`config.mk`:
```
export PLATFORM = sky130hd
export DESIGN_NAME = dac_core_delay_config_regs
export DESIGN_NICKNAME = d
export VERILOG_FILES = /design/src/hdl/dac_cfg_pkg.sv /design/src/hdl/dac_core_delay_config_regs.sv /design/src/hdl/lock_value_sampler.sv
export SDC_FILE = /design/constraint.sdc
export NUM_CORES = 1
export LEC_CHECK = 0
export BUFFER_PORTS_ARGS = -buffer_cell sky130_fd_sc_hd__clkbuf_2
export CAP_MARGIN = 30
export CORE_AREA = 2 2 109 111
export DETAILED_ROUTE_END_ITERATION = 8
export DIE_AREA = 0 0 111 113
export GPL_TIMING_DRIVEN = 0
export MAX_ROUTING_LAYER = met4
export RECOVER_POWER = 100
export SYNTH_ARGS = -nofsm -noshare
export SYNTH_HDL_FRONTEND = slang
export SYNTH_SLANG_ARGS = --single-unit
```
`constraint.sdc`:
```
create_clock -name i_clk -period 4.3 [get_ports i_clk]
set_input_delay 0.86 -clock i_clk [delete_from_list [all_inputs] [get_ports i_clk]]
set_output_delay 0.86 -clock i_clk [all_outputs]
set_load 0.05 [all_outputs]
```
`src/hdl/dac_cfg_pkg.sv`:
```
package dac_cfg_pkg;

  localparam logic [7:0] ADDR_BIAS = 8'h36;
  localparam logic [7:0] ADDR_DECODER = 8'h38;
  localparam logic [7:0] ADDR_DELAY3 = 8'h39;
  localparam logic [7:0] ADDR_DELAY4 = 8'h3a;
  localparam logic [7:0] ADDR_FSC_LOW = 8'h3c;
  localparam logic [7:0] ADDR_FSC_HIGH = 8'h3d;

  localparam int POS_POWER_DOWN = 7;
  localparam int POS_MSEL = 0;
  localparam int POS_DEC_MODE = 0;
  localparam int POS_DELAY_LSB = 7;
  localparam int POS_SWEEP = 5;
  localparam int POS_PHASE = 0;
  localparam int POS_FSC_HIGH = 0;

  localparam logic RST_POWER_DOWN = 1'h0;
  localparam logic [1:0] RST_MSEL = 2'h0;
  localparam logic [1:0] RST_DEC_MODE = 2'h0;
  localparam logic [8:0] RST_DELAY = 9'h0d8;
  localparam logic [1:0] RST_SWEEP = 2'h2;
  localparam logic [4:0] RST_PHASE = 5'h0e;
  localparam logic [9:0] RST_FSC = 10'h200;

  localparam logic [8:0] DELAY_MAX = 9'h1af;
  localparam logic [4:0] PHASE_MAX = 5'h10;

  typedef struct packed {
    logic wr;
    logic rd;
    logic [7:0] addr;
    logic [7:0] wdata;
  } reg_req_t;

  typedef struct packed {
    logic [8:0] delay;
    logic [4:0] phase;
  } lock_sample_t;

  typedef enum logic [1:0] {ROLLOFF_BYPASS, ROLLOFF_NARROW, ROLLOFF_MEDIUM, ROLLOFF_WIDE} rolloff_t;
  typedef enum logic [1:0] {DEC_NORMAL, DEC_RTZ, DEC_MIX, DEC_INVALID} decoder_mode_t;
  typedef enum logic [1:0] {SWEEP_DOWN, SWEEP_UP, SWEEP_BOTH, SWEEP_INVALID} sweep_t;

endpackage

```
`src/hdl/dac_core_delay_config_regs.sv`:
```
`timescale 1ns/10ps
module dac_core_delay_config_regs (
  input wire logic i_clk,
  input wire logic i_reset,
  input wire dac_cfg_pkg::reg_req_t i_req,
  output logic [7:0] o_rdata,
  output logic o_rvalid,
  input wire logic i_delay_loop_enable,
  input wire logic i_lock_value_capture,
  input wire logic i_slope_positive,
  input wire dac_cfg_pkg::lock_sample_t i_live_lock,
  input wire logic i_phase_measured,
  input wire logic i_measured_slope_positive,
  output logic o_dac_power_down,
  output dac_cfg_pkg::rolloff_t o_rolloff,
  output dac_cfg_pkg::decoder_mode_t o_decoder_mode,
  output logic o_decoder_mode_invalid,
  output logic [8:0] o_search_start,
  output dac_cfg_pkg::sweep_t o_sweep_heading,
  output logic [4:0] o_target_phase,
  output logic o_target_phase_lockable,
  output logic o_lock_accept,
  output logic o_auto_mode,
  output logic [9:0] o_full_scale_current_code
);
  logic power_down_r;
  logic [1:0] msel_r;
  logic [1:0] dec_mode_r;
  logic [8:0] delay_r;
  logic [1:0] sweep_r;
  logic [4:0] phase_r;
  logic [9:0] fsc_r;
  logic [7:0] rdata_r;
  logic rvalid_r;
  logic out_pd_r;
  dac_cfg_pkg::rolloff_t out_rolloff_r;
  dac_cfg_pkg::decoder_mode_t out_dec_r;
  logic out_dec_inv_r;
  logic [8:0] out_start_r;
  dac_cfg_pkg::sweep_t out_sweep_r;
  logic [4:0] out_phase_r;
  logic out_lockable_r;
  logic lock_accept_r;
  logic auto_r;
  logic [9:0] out_fsc_r;
  dac_cfg_pkg::lock_sample_t sample;

  lock_value_sampler u_sampler (
    .i_clk(i_clk),
    .i_reset(i_reset),
    .i_capture_level(i_lock_value_capture),
    .i_live(i_live_lock),
    .o_sample(sample),
    .o_captured()
  );

  wire wr_bias = i_req.wr && (i_req.addr == dac_cfg_pkg::ADDR_BIAS);
  wire wr_dec = i_req.wr && (i_req.addr == dac_cfg_pkg::ADDR_DECODER);
  wire wr_dly3 = i_req.wr && (i_req.addr == dac_cfg_pkg::ADDR_DELAY3);
  wire wr_dly4 = i_req.wr && (i_req.addr == dac_cfg_pkg::ADDR_DELAY4);
  wire wr_fsc_lo = i_req.wr && (i_req.addr == dac_cfg_pkg::ADDR_FSC_LOW);
  wire wr_fsc_hi = i_req.wr && (i_req.addr == dac_cfg_pkg::ADDR_FSC_HIGH);
  // Delay bits are locked out while the loop runs so software cannot fight the tracker
  wire manual = !i_delay_loop_enable;
  wire [8:0] delay_nxt = {wr_dly4 && manual ? i_req.wdata : delay_r[8:1],
    wr_dly3 && manual ? i_req.wdata[dac_cfg_pkg::POS_DELAY_LSB] : delay_r[0]};
  wire [8:0] delay_view = manual ? delay_r : sample.delay;
  wire [4:0] phase_view = manual ? phase_r : sample.phase;

  wire [7:0] rd_bias = {power_down_r, 5'h00, msel_r};
  wire [7:0] rd_dec = {6'h00, dec_mode_r};
  wire [7:0] rd_dly3 = {delay_view[0], sweep_r, phase_view};
  wire [7:0] rd_dly4 = delay_view[8:1];
  wire [7:0] rd_fsc_hi = {6'h00, fsc_r[9:8]};
  wire [7:0] rd_mux =
    (i_req.addr == dac_cfg_pkg::ADDR_BIAS) ? rd_bias :
    (i_req.addr == dac_cfg_pkg::ADDR_DECODER) ? rd_dec :
    (i_req.addr == dac_cfg_pkg::ADDR_DELAY3) ? rd_dly3 :
    (i_req.addr == dac_cfg_pkg::ADDR_DELAY4) ? rd_dly4 :
    (i_req.addr == dac_cfg_pkg::ADDR_FSC_LOW) ? fsc_r[7:0] :
    (i_req.addr == dac_cfg_pkg::ADDR_FSC_HIGH) ? rd_fsc_hi : 8'h00;

  wire dac_cfg_pkg::rolloff_t rolloff_dec =
    (msel_r == 2'h0) ? dac_cfg_pkg::ROLLOFF_BYPASS :
    (msel_r == 2'h1) ? dac_cfg_pkg::ROLLOFF_NARROW :
    (msel_r == 2'h2) ? dac_cfg_pkg::ROLLOFF_MEDIUM : dac_cfg_pkg::ROLLOFF_WIDE;
  wire dac_cfg_pkg::decoder_mode_t dec_dec =
    (dec_mode_r == 2'h0) ? dac_cfg_pkg::DEC_NORMAL :
    (dec_mode_r == 2'h1) ? dac_cfg_pkg::DEC_RTZ :
    (dec_mode_r == 2'h2) ? dac_cfg_pkg::DEC_MIX : dac_cfg_pkg::DEC_INVALID;
  wire dac_cfg_pkg::sweep_t sweep_dec =
    (sweep_r == 2'h0) ? dac_cfg_pkg::SWEEP_DOWN :
    (sweep_r == 2'h1) ? dac_cfg_pkg::SWEEP_UP :
    (sweep_r == 2'h2) ? dac_cfg_pkg::SWEEP_BOTH : dac_cfg_pkg::SWEEP_INVALID;
  wire lock_ok = i_phase_measured && (i_measured_slope_positive == i_slope_positive);

  always_ff @(posedge i_clk) begin
    if (i_reset) begin
      power_down_r <= dac_cfg_pkg::RST_POWER_DOWN;
      msel_r <= dac_cfg_pkg::RST_MSEL;
      dec_mode_r <= dac_cfg_pkg::RST_DEC_MODE;
      delay_r <= dac_cfg_pkg::RST_DELAY;
      sweep_r <= dac_cfg_pkg::RST_SWEEP;
      phase_r <= dac_cfg_pkg::RST_PHASE;
      fsc_r <= dac_cfg_pkg::RST_FSC;
    end else begin
      if (wr_bias) begin
        power_down_r <= i_req.wdata[dac_cfg_pkg::POS_POWER_DOWN];
        msel_r <= i_req.wdata[dac_cfg_pkg::POS_MSEL +: 2];
      end
      if (wr_dec) begin
        dec_mode_r <= i_req.wdata[dac_cfg_pkg::POS_DEC_MODE +: 2];
      end
      if (wr_dly3) begin
        sweep_r <= i_req.wdata[dac_cfg_pkg::POS_SWEEP +: 2];
        phase_r <= i_req.wdata[dac_cfg_pkg::POS_PHASE +: 5];
      end
      delay_r <= delay_nxt;
      if (wr_fsc_lo) begin
        fsc_r[7:0] <= i_req.wdata;
      end
      if (wr_fsc_hi) begin
        fsc_r[9:8] <= i_req.wdata[dac_cfg_pkg::POS_FSC_HIGH +: 2];
      end
    end
  end

  always_ff @(posedge i_clk) begin
    if (i_reset) begin
      rdata_r <= 8'h00;
      rvalid_r <= 1'h0;
    end else begin
      rvalid_r <= i_req.rd;
      rdata_r <= i_req.rd ? rd_mux : 8'h00;
    end
  end

  always_ff @(posedge i_clk) begin
    if (i_reset) begin
      out_pd_r <= dac_cfg_pkg::RST_POWER_DOWN;
      out_rolloff_r <= dac_cfg_pkg::ROLLOFF_BYPASS;
      out_dec_r <= dac_cfg_pkg::DEC_NORMAL;
      out_dec_inv_r <= 1'h0;
      out_start_r <= dac_cfg_pkg::RST_DELAY;
      out_sweep_r <= dac_cfg_pkg::SWEEP_BOTH;
      out_phase_r <= dac_cfg_pkg::RST_PHASE;
      out_lockable_r <= 1'h1;
      lock_accept_r <= 1'h0;
      auto_r <= 1'h0;
      out_fsc_r <= dac_cfg_pkg::RST_FSC;
    end else begin
      out_pd_r <= power_down_r;
      out_rolloff_r <= rolloff_dec;
      out_dec_r <= dec_dec;
      out_dec_inv_r <= (dec_dec == dac_cfg_pkg::DEC_INVALID);
      out_start_r <= delay_r;
      out_sweep_r <= sweep_dec;
      out_phase_r <= phase_r;
      out_lockable_r <= (phase_r <= dac_cfg_pkg::PHASE_MAX);
      lock_accept_r <= lock_ok && out_lockable_r && auto_r;
      auto_r <= i_delay_loop_enable;
      out_fsc_r <= fsc_r;
    end
  end

  assign o_rdata = rdata_r;
  assign o_rvalid = rvalid_r;
  assign o_dac_power_down = out_pd_r;
  assign o_rolloff = out_rolloff_r;
  assign o_decoder_mode = out_dec_r;
  assign o_decoder_mode_invalid = out_dec_inv_r;
  assign o_search_start = out_start_r;
  assign o_sweep_heading = out_sweep_r;
  assign o_target_phase = out_phase_r;
  assign o_target_phase_lockable = out_lockable_r;
  assign o_lock_accept = lock_accept_r;
  assign o_auto_mode = auto_r;
  assign o_full_scale_current_code = out_fsc_r;

  AST_POWER_DOWN: assert property (@(posedge i_clk) disable iff (i_reset)
    wr_bias |-> ##2 (o_dac_power_down == $past(i_req.wdata[7], 2)))
    else $error("Power-down output does not follow written bit");
  AST_ROLLOFF: assert property (@(posedge i_clk) disable iff (i_reset)
    wr_bias |-> ##2 (o_rolloff == dac_cfg_pkg::rolloff_t'($past(i_req.wdata[1:0], 2))))
    else $error("Roll-off decode wrong");
  AST_DECODER_INVALID: assert property (@(posedge i_clk) disable iff (i_reset)
    (wr_dec && i_req.wdata[1:0] == 2'h3) |-> ##2 o_decoder_mode_invalid)
    else $error("Invalid decoder code not flagged");
  AST_DELAY_MANUAL_WRITE: assert property (@(posedge i_clk) disable iff (i_reset)
    (wr_dly4 && manual) |=> (delay_r[8:1] == $past(i_req.wdata)))
    else $error("Delay upper bits not written in manual mode");
  AST_DELAY_TRACK_LOCK: assert property (@(posedge i_clk) disable iff (i_reset)
    !manual |=> $stable(delay_r))
    else $error("Delay written while loop enabled");
  AST_READ_TRACKED: assert property (@(posedge i_clk) disable iff (i_reset)
    (i_req.rd && i_req.addr == dac_cfg_pkg::ADDR_DELAY4 && !manual)
    |=> (o_rvalid && o_rdata == $past(sample.delay[8:1])))
    else $error("Tracking read does not return sampled delay");
  AST_RESERVED_ZERO: assert property (@(posedge i_clk) disable iff (i_reset)
    (i_req.rd && i_req.addr == dac_cfg_pkg::ADDR_DECODER) |=> (o_rdata[7:2] == 6'h00))
    else $error("Reserved bits read non-zero");
  AST_PHASE_LOCKABLE: assert property (@(posedge i_clk) disable iff (i_reset)
    (phase_r > dac_cfg_pkg::PHASE_MAX) |=> !o_target_phase_lockable ##1 !o_lock_accept)
    else $error("Lock possible with phase above limit");
  AST_SLOPE_MISMATCH: assert property (@(posedge i_clk) disable iff (i_reset)
    (i_phase_measured && i_measured_slope_positive != i_slope_positive) |=> !o_lock_accept)
    else $error("Lock accepted with wrong slope");
  AST_FSC_CODE: assert property (@(posedge i_clk) disable iff (i_reset)
    wr_fsc_hi |-> ##2 (o_full_scale_current_code[9:8] == $past(i_req.wdata[1:0], 2)))
    else $error("Full-scale code high bits wrong");

  COV_TRACK_READ: cover property (@(posedge i_clk) disable iff (i_reset)
    !manual && i_req.rd && i_req.addr == dac_cfg_pkg::ADDR_DELAY3);
  COV_LOCK: cover property (@(posedge i_clk) disable iff (i_reset) o_lock_accept);
  COV_MIX: cover property (@(posedge i_clk) disable iff (i_reset)
    o_decoder_mode == dac_cfg_pkg::DEC_MIX);
endmodule

```
`src/hdl/lock_value_sampler.sv`:
```
`timescale 1ns/10ps
module lock_value_sampler (
  input wire logic i_clk,
  input wire logic i_reset,
  input wire logic i_capture_level,
  input wire dac_cfg_pkg::lock_sample_t i_live,
  output dac_cfg_pkg::lock_sample_t o_sample,
  output logic o_captured
);
  logic capture_prev_r;
  dac_cfg_pkg::lock_sample_t sample_r;
  logic captured_r;
  wire rise = i_capture_level && !capture_prev_r;

  always_ff @(posedge i_clk) begin
    if (i_reset) begin
      capture_prev_r <= 1'h0;
      sample_r <= '0;
      captured_r <= 1'h0;
    end else begin
      capture_prev_r <= i_capture_level;
      captured_r <= rise;
      // Only the rising edge samples; holding the bit high freezes the value
      if (rise) begin
        sample_r <= i_live;
      end
    end
  end

  assign o_sample = sample_r;
  assign o_captured = captured_r;

  AST_CAPTURE_ON_RISE: assert property (@(posedge i_clk) disable iff (i_reset)
    (i_capture_level && !capture_prev_r) |=> (o_sample == $past(i_live) && o_captured))
    else $error("Lock sample not taken on capture rise");
  AST_HOLD_WITHOUT_RISE: assert property (@(posedge i_clk) disable iff (i_reset)
    !(i_capture_level && !capture_prev_r) |=> $stable(o_sample) && !o_captured)
    else $error("Lock sample changed without capture rise");
  COV_CAPTURE: cover property (@(posedge i_clk) disable iff (i_reset) o_captured);
endmodule

```
* Yosys cells after proc, flatten, opt, wreduce, memory -nomap -nowiden
Cells that the tools add are included.
** Cells by class
- $add $sub $neg :: 0
- Multiply operators :: 0
- Divide/modulo/power cells :: 0
- Order comparisons :: 1
- Eq/ne operators :: 14
- Shift operators :: 0
- Muxes and demuxes :: 16
- Bitwise logic cells :: 1
- Reduce and logical (&&, ||, !) cells :: 22
** Operators with widths (count)
- 8-bit by 6-bit equality test with 1-bit output (second input constant) :: 6
- 8-bit two-way mux :: 5
- 1-bit logical AND :: 12
- 2-bit two-way mux :: 5
- 9-bit two-way mux :: 1
- 2-bit equality test (second input constant) :: 4
- 2-bit by 1-bit equality test with 1-bit output (second input constant) :: 3
- 2-bit logical NOT :: 3
- 2-bit OR reduction :: 3
- 5-bit <= comparator (second input constant) :: 1
- 5-bit two-way mux :: 1
- 1-bit two-way mux :: 4
- 4-bit OR reduction :: 1
- 3-bit OR reduction :: 1
- 1-bit logical NOT :: 2
- 1-bit equality test :: 1
- 1-bit inverter :: 1
** Storage, ports and cells
- Register bits after elaboration :: 90
- Bits in latches :: 0
- Bits in writable memories :: 0
- Bits in read-only memories :: 0
- Input bits :: 39
- Output and inout port bits :: 44
- Logic and storage cells :: 82
- Memories :: 0

* Longest topological paths before layout
- Depth after elaboration :: 7
- Mapped depth :: 6
- Depth with buffers taken out :: 4

* By module
From an unflattened synthesis, not the netlist that was laid out.
** Unflattened totals
- Cells, all modules :: 339
- Area total of the unflattened synthesis :: 3606.0 µm²
** Modules (own cells, without submodules)
- dac_core_delay_config_regs :: instances 1, cells an instance 272, area each 2861.5 µm², seq. area each 1501.4 µm²
- lock_value_sampler :: instances 1, cells an instance 67, area each 744.5 µm², seq. area each 320.3 µm²

* Least setup slack after synthesis
No wires, ideal clock.
- Path kind :: input-to-reg
- Start point :: input i_req[14] in the netlist's numbering
- End point :: register fsc_r[2]
- Library setup time :: 121 ps
- Data arrival time :: 2159 ps
- Required time :: 4179 ps
- Setup slack :: 2021 ps
- Cell stages on the path :: 5
- Buffers on the path :: 1
- Cell sequence :: nand4bb_1 buf_2 or2_4 nor3_4 mux2_2
** Between the ends
- Longest elaborated chain between the ends :: 2
** Ends and longest elaborated chain
- start, declared :: RTL line dac_core_delay_config_regs.sv:5 : input wire dac_cfg_pkg::reg_req_t i_req,
- 8-bit by 6-bit equality test with 1-bit output :: RTL line dac_core_delay_config_regs.sv:61 : wire wr_fsc_lo = i_req.wr && (i_req.addr == dac_cfg_pkg::ADDR_FSC_LOW);
- 1-bit logical AND :: RTL line dac_core_delay_config_regs.sv:61
- end signal, assigned :: RTL line dac_core_delay_config_regs.sv:105 : fsc_r <= dac_cfg_pkg::RST_FSC;
- end signal, assigned :: RTL line dac_core_delay_config_regs.sv:120 : fsc_r[7:0] <= i_req.wdata;
- end, declared :: RTL line dac_core_delay_config_regs.sv:32 : logic [9:0] fsc_r;
No other way between the ends.
A chain may end at the register's enable or synchronous reset.

* Worst setup path in the final report
- Start point :: input i_req[14] in the netlist's numbering
- End point :: register fsc_r[3]
The elaborated chain is that of the path after synthesis.

==> out/qor.yml <==
path_max_fanout: 9
use_met1_pct: 18.7
cp.required_ns: 4.53
root_buffer: "clkbuf_16"
avgSynthCellArea_sq_um: 9.77
first_pass_iters: 4
vias: 2696
ys_warn_count: 0
worst_pin_slew_ns: 1.59
grt.overflow.total: 0
postSynthCellCount: 343
antenna_found_initial: 0
cts_tree: "built"
status: "finished with violations"
synthMuxAreaShare_pct: 11.6
chipHeight_um: 113
final-setup-viol-count: 0
slew_violations: 9
rsz0062_at_grt: "no"
yosys.area.top_type: "dfxtp_1"
hpwl_mm: 6.54
finalInstanceArea_sq_um: 4140
yosys.area_share.simple_pct: 20.4
drtAntennaViolNets: 0
h-tree-depth: 3
fin_crit_sh_pct: 72.5
critPathBufInv: 2
grt_pass1_wl_mm: 13.8
critPathMaxStageDelay_ns: 1.26
gp_congestion: 0.878
io_pins: 83
synth_compound_area_share_pct: 9.75
die_width_um: 111
yosys.area_share.xor_xnor_pct: 0.261
clkTransAtPathRegs_ns: 0.06
grtUsageMet2_pct: 21.9
vias_per_cell: 4.62
synth_top_family_by_area: "simple AND/OR/NAND/NOR gates"
drtIter0Drc: 115
core_area_sq_um: 11300
yosysUniqueCellTypes: 33
postCtsSetupRepairBufs: 0
cts.repair.resized: 0
drive_gt1_share_pct: 13.9
fin_util_pct: 36.7
cts-buffers-inserted: 9
numClockSinks: 90
pre_cts_slack_ns: 1.69
syn_to_final_growth_pct: 23.6
yosys-top-cells-area: "dfxtp_1 (54%), mux2i_1 (9.3%), nand2b_1 (4.9%)"
crit_family: "simple AND/OR/NAND/NOR gates"
n_antenna_cell: 0
skew_ns: 0.00688
arrival_ns: 3.34
ctsLongestPathBuffers: 2
irDropWorstVdd_mv: 0.185
hold_violations: 0
max_freq_ghz: 0.321
path_class: "input pin to register"
crit_chain: "clkbuf_2 > nand4bb_1 > clkbuf_1 > or2_0 > nor3_1 > mux2_2"
drc: 0
placementRows: 39
final.setup.worst_slack_ns: 1.18
violations: "max-capacitance violations, max-slew violations"
hold_buffers: 0
maxSlewHeadroom_pct: -6.92
critPathSlowestCell: "nor3_1"
netlist_area_sq_um: 3350
insertion_delay_ns: 0.34
grtUsageMet3_pct: 3.59
grt_usage_pct: 14.7
yosys.area.top_type_share_pct: 53.8
dieArea_sq_um: 12500
p_leak_uw: 0.00161
critPathLaunchType: "input pin"
synth_fa_ha_area_share_pct: 0
place_area_sq_um: 3930
finalSetupTns_ns: 0
hp-class: "register to register"
ys_ff_latch: 90
port_buffers: 81
grt_pass1_vias: 2700
syn_nets: 382
layout.nets: 474
wirelength_mm: 8.48
cap_violations: 1
grt.busiest_layer: "met2"
power_density_nw_per_um2: 413
end_kind: "register"
initial_core_util_pct: 29.7
grt_max_degree: 15
ys_seq_area_share_pct: 53.8
timing.final.crit_period_ns: 3.12
drt-wirelength-per-cell_um: 14.6
## synthesized netlist by cell type
cell type	count
dfxtp_1	90
nor4b_1	1
nor2b_1	23
nor3b_1	2
a32oi_1	1
nor2_1	23
a21oi_1	20
clkbuf_1	12
nand2b_1	26
a21o_1	1
buf_4	1
o41ai_1	1
or2_4	1
mux2i_1	31
o21ai_0	10
or2_2	5
xor2_1	1
o22ai_1	1
o32a_1	2
mux2_2	7
nand4b_1	1
a22oi_1	5
inv_1	18
nor3_1	3
nand3b_1	4
nor3_4	1
buf_2	4
a211o_1	5
and2_1	1
nand2_1	35
o2bb2ai_1	5
nand4bb_1	1
or4_1	1
## power by group
group	internal (uW)	leakage (uW)	switching [uW]
Sequential	843	0.000729	5.17
Clock	448	0.000136	312
Combinational	39.1	0.000746	63.1
Total	1330	0.00161	380
## path summary, 6_finish.rpt
kind,from,endpoint,slack [ns],cells after the start
setup / recovery,i_req[14],fsc_r[3],1.18,6
hold / removal,u_sampler.o_sample[3],u_sampler.o_sample[3],0.46,2
setup reg to reg,u_sampler.capture_prev_r,u_sampler.o_sample[4],2.95,4
hold reg to reg,u_sampler.o_sample[3],u_sampler.o_sample[3],0.46,2
## area by class of cell
class,count,area [sq um]
Buffer,17,65.1
Clock buffer,11,233
Multi-Input combinational cell,218,1390
Fill cell,1186,7130
Inverter,18,67.6
Timing Repair Buffer,81,347
Tap cell,143,179
Clock inverter,5,55.1
Sequential cell,90,1800
## worst register-to-register path, stage by stage, from the launching register on
cell and delay (ns):
dfxtp_1 0.31, nor2b_1 0.27, clkbuf_1 0.43, nand2_1 0.14
a21oi_1 0.13
## flip-flops by register name, summed over array words and instances, names as in the netlist, 2 cells and up
register / cells
delay_r: 9
u_sampler.o_sample: 14
o_decoder_mode: 2
o_rolloff: 2
o_rdata: 8
o_target_phase: 5
o_sweep_heading: 2
o_search_start: 9
dec_mode_r: 2
phase_r: 5
msel_r: 2
fsc_r: 10
o_full_scale_current_code: 10
sweep_r: 2
## cell families after synthesis
| logic type | Yosys count |
|---|---|
| mux | 38 |
| simple gates | 128 |
| buf+inv | 35 |
| flops | 90 |
| xor+xnor | 1 |
| compound gates | 51 |
## through the flow
stage	hold slack [ns]	power, uW	std cells
after CTS	0.458	1730	583
after global placement	0.443	968	567
final	0.459	1710	583
after global routing	0.476	1780	583
after detailed placement	0.448	971	567
after floorplan	0.417	926	343
## placed cells by master (no fill, tap or decap), drive strengths merged, types with 7 or more instances in the layout
cell type  instances
o21ai             10
mux2               7
a21oi             20
nand2b            26
inv               18
nor2              23
nor2b             23
dfxtp             90
clkbuf           108
nand2             35
mux2i             31
## routing by layer
metal / part of all wire, % / vias to the layer above
met5: 0 / -
met4: 2.3 / 0
met3: 6.8 / 13
met2: 45 / 95
met1: 46 / 1252
li1: - / 1336
Power figures use the tool's default switching activity.
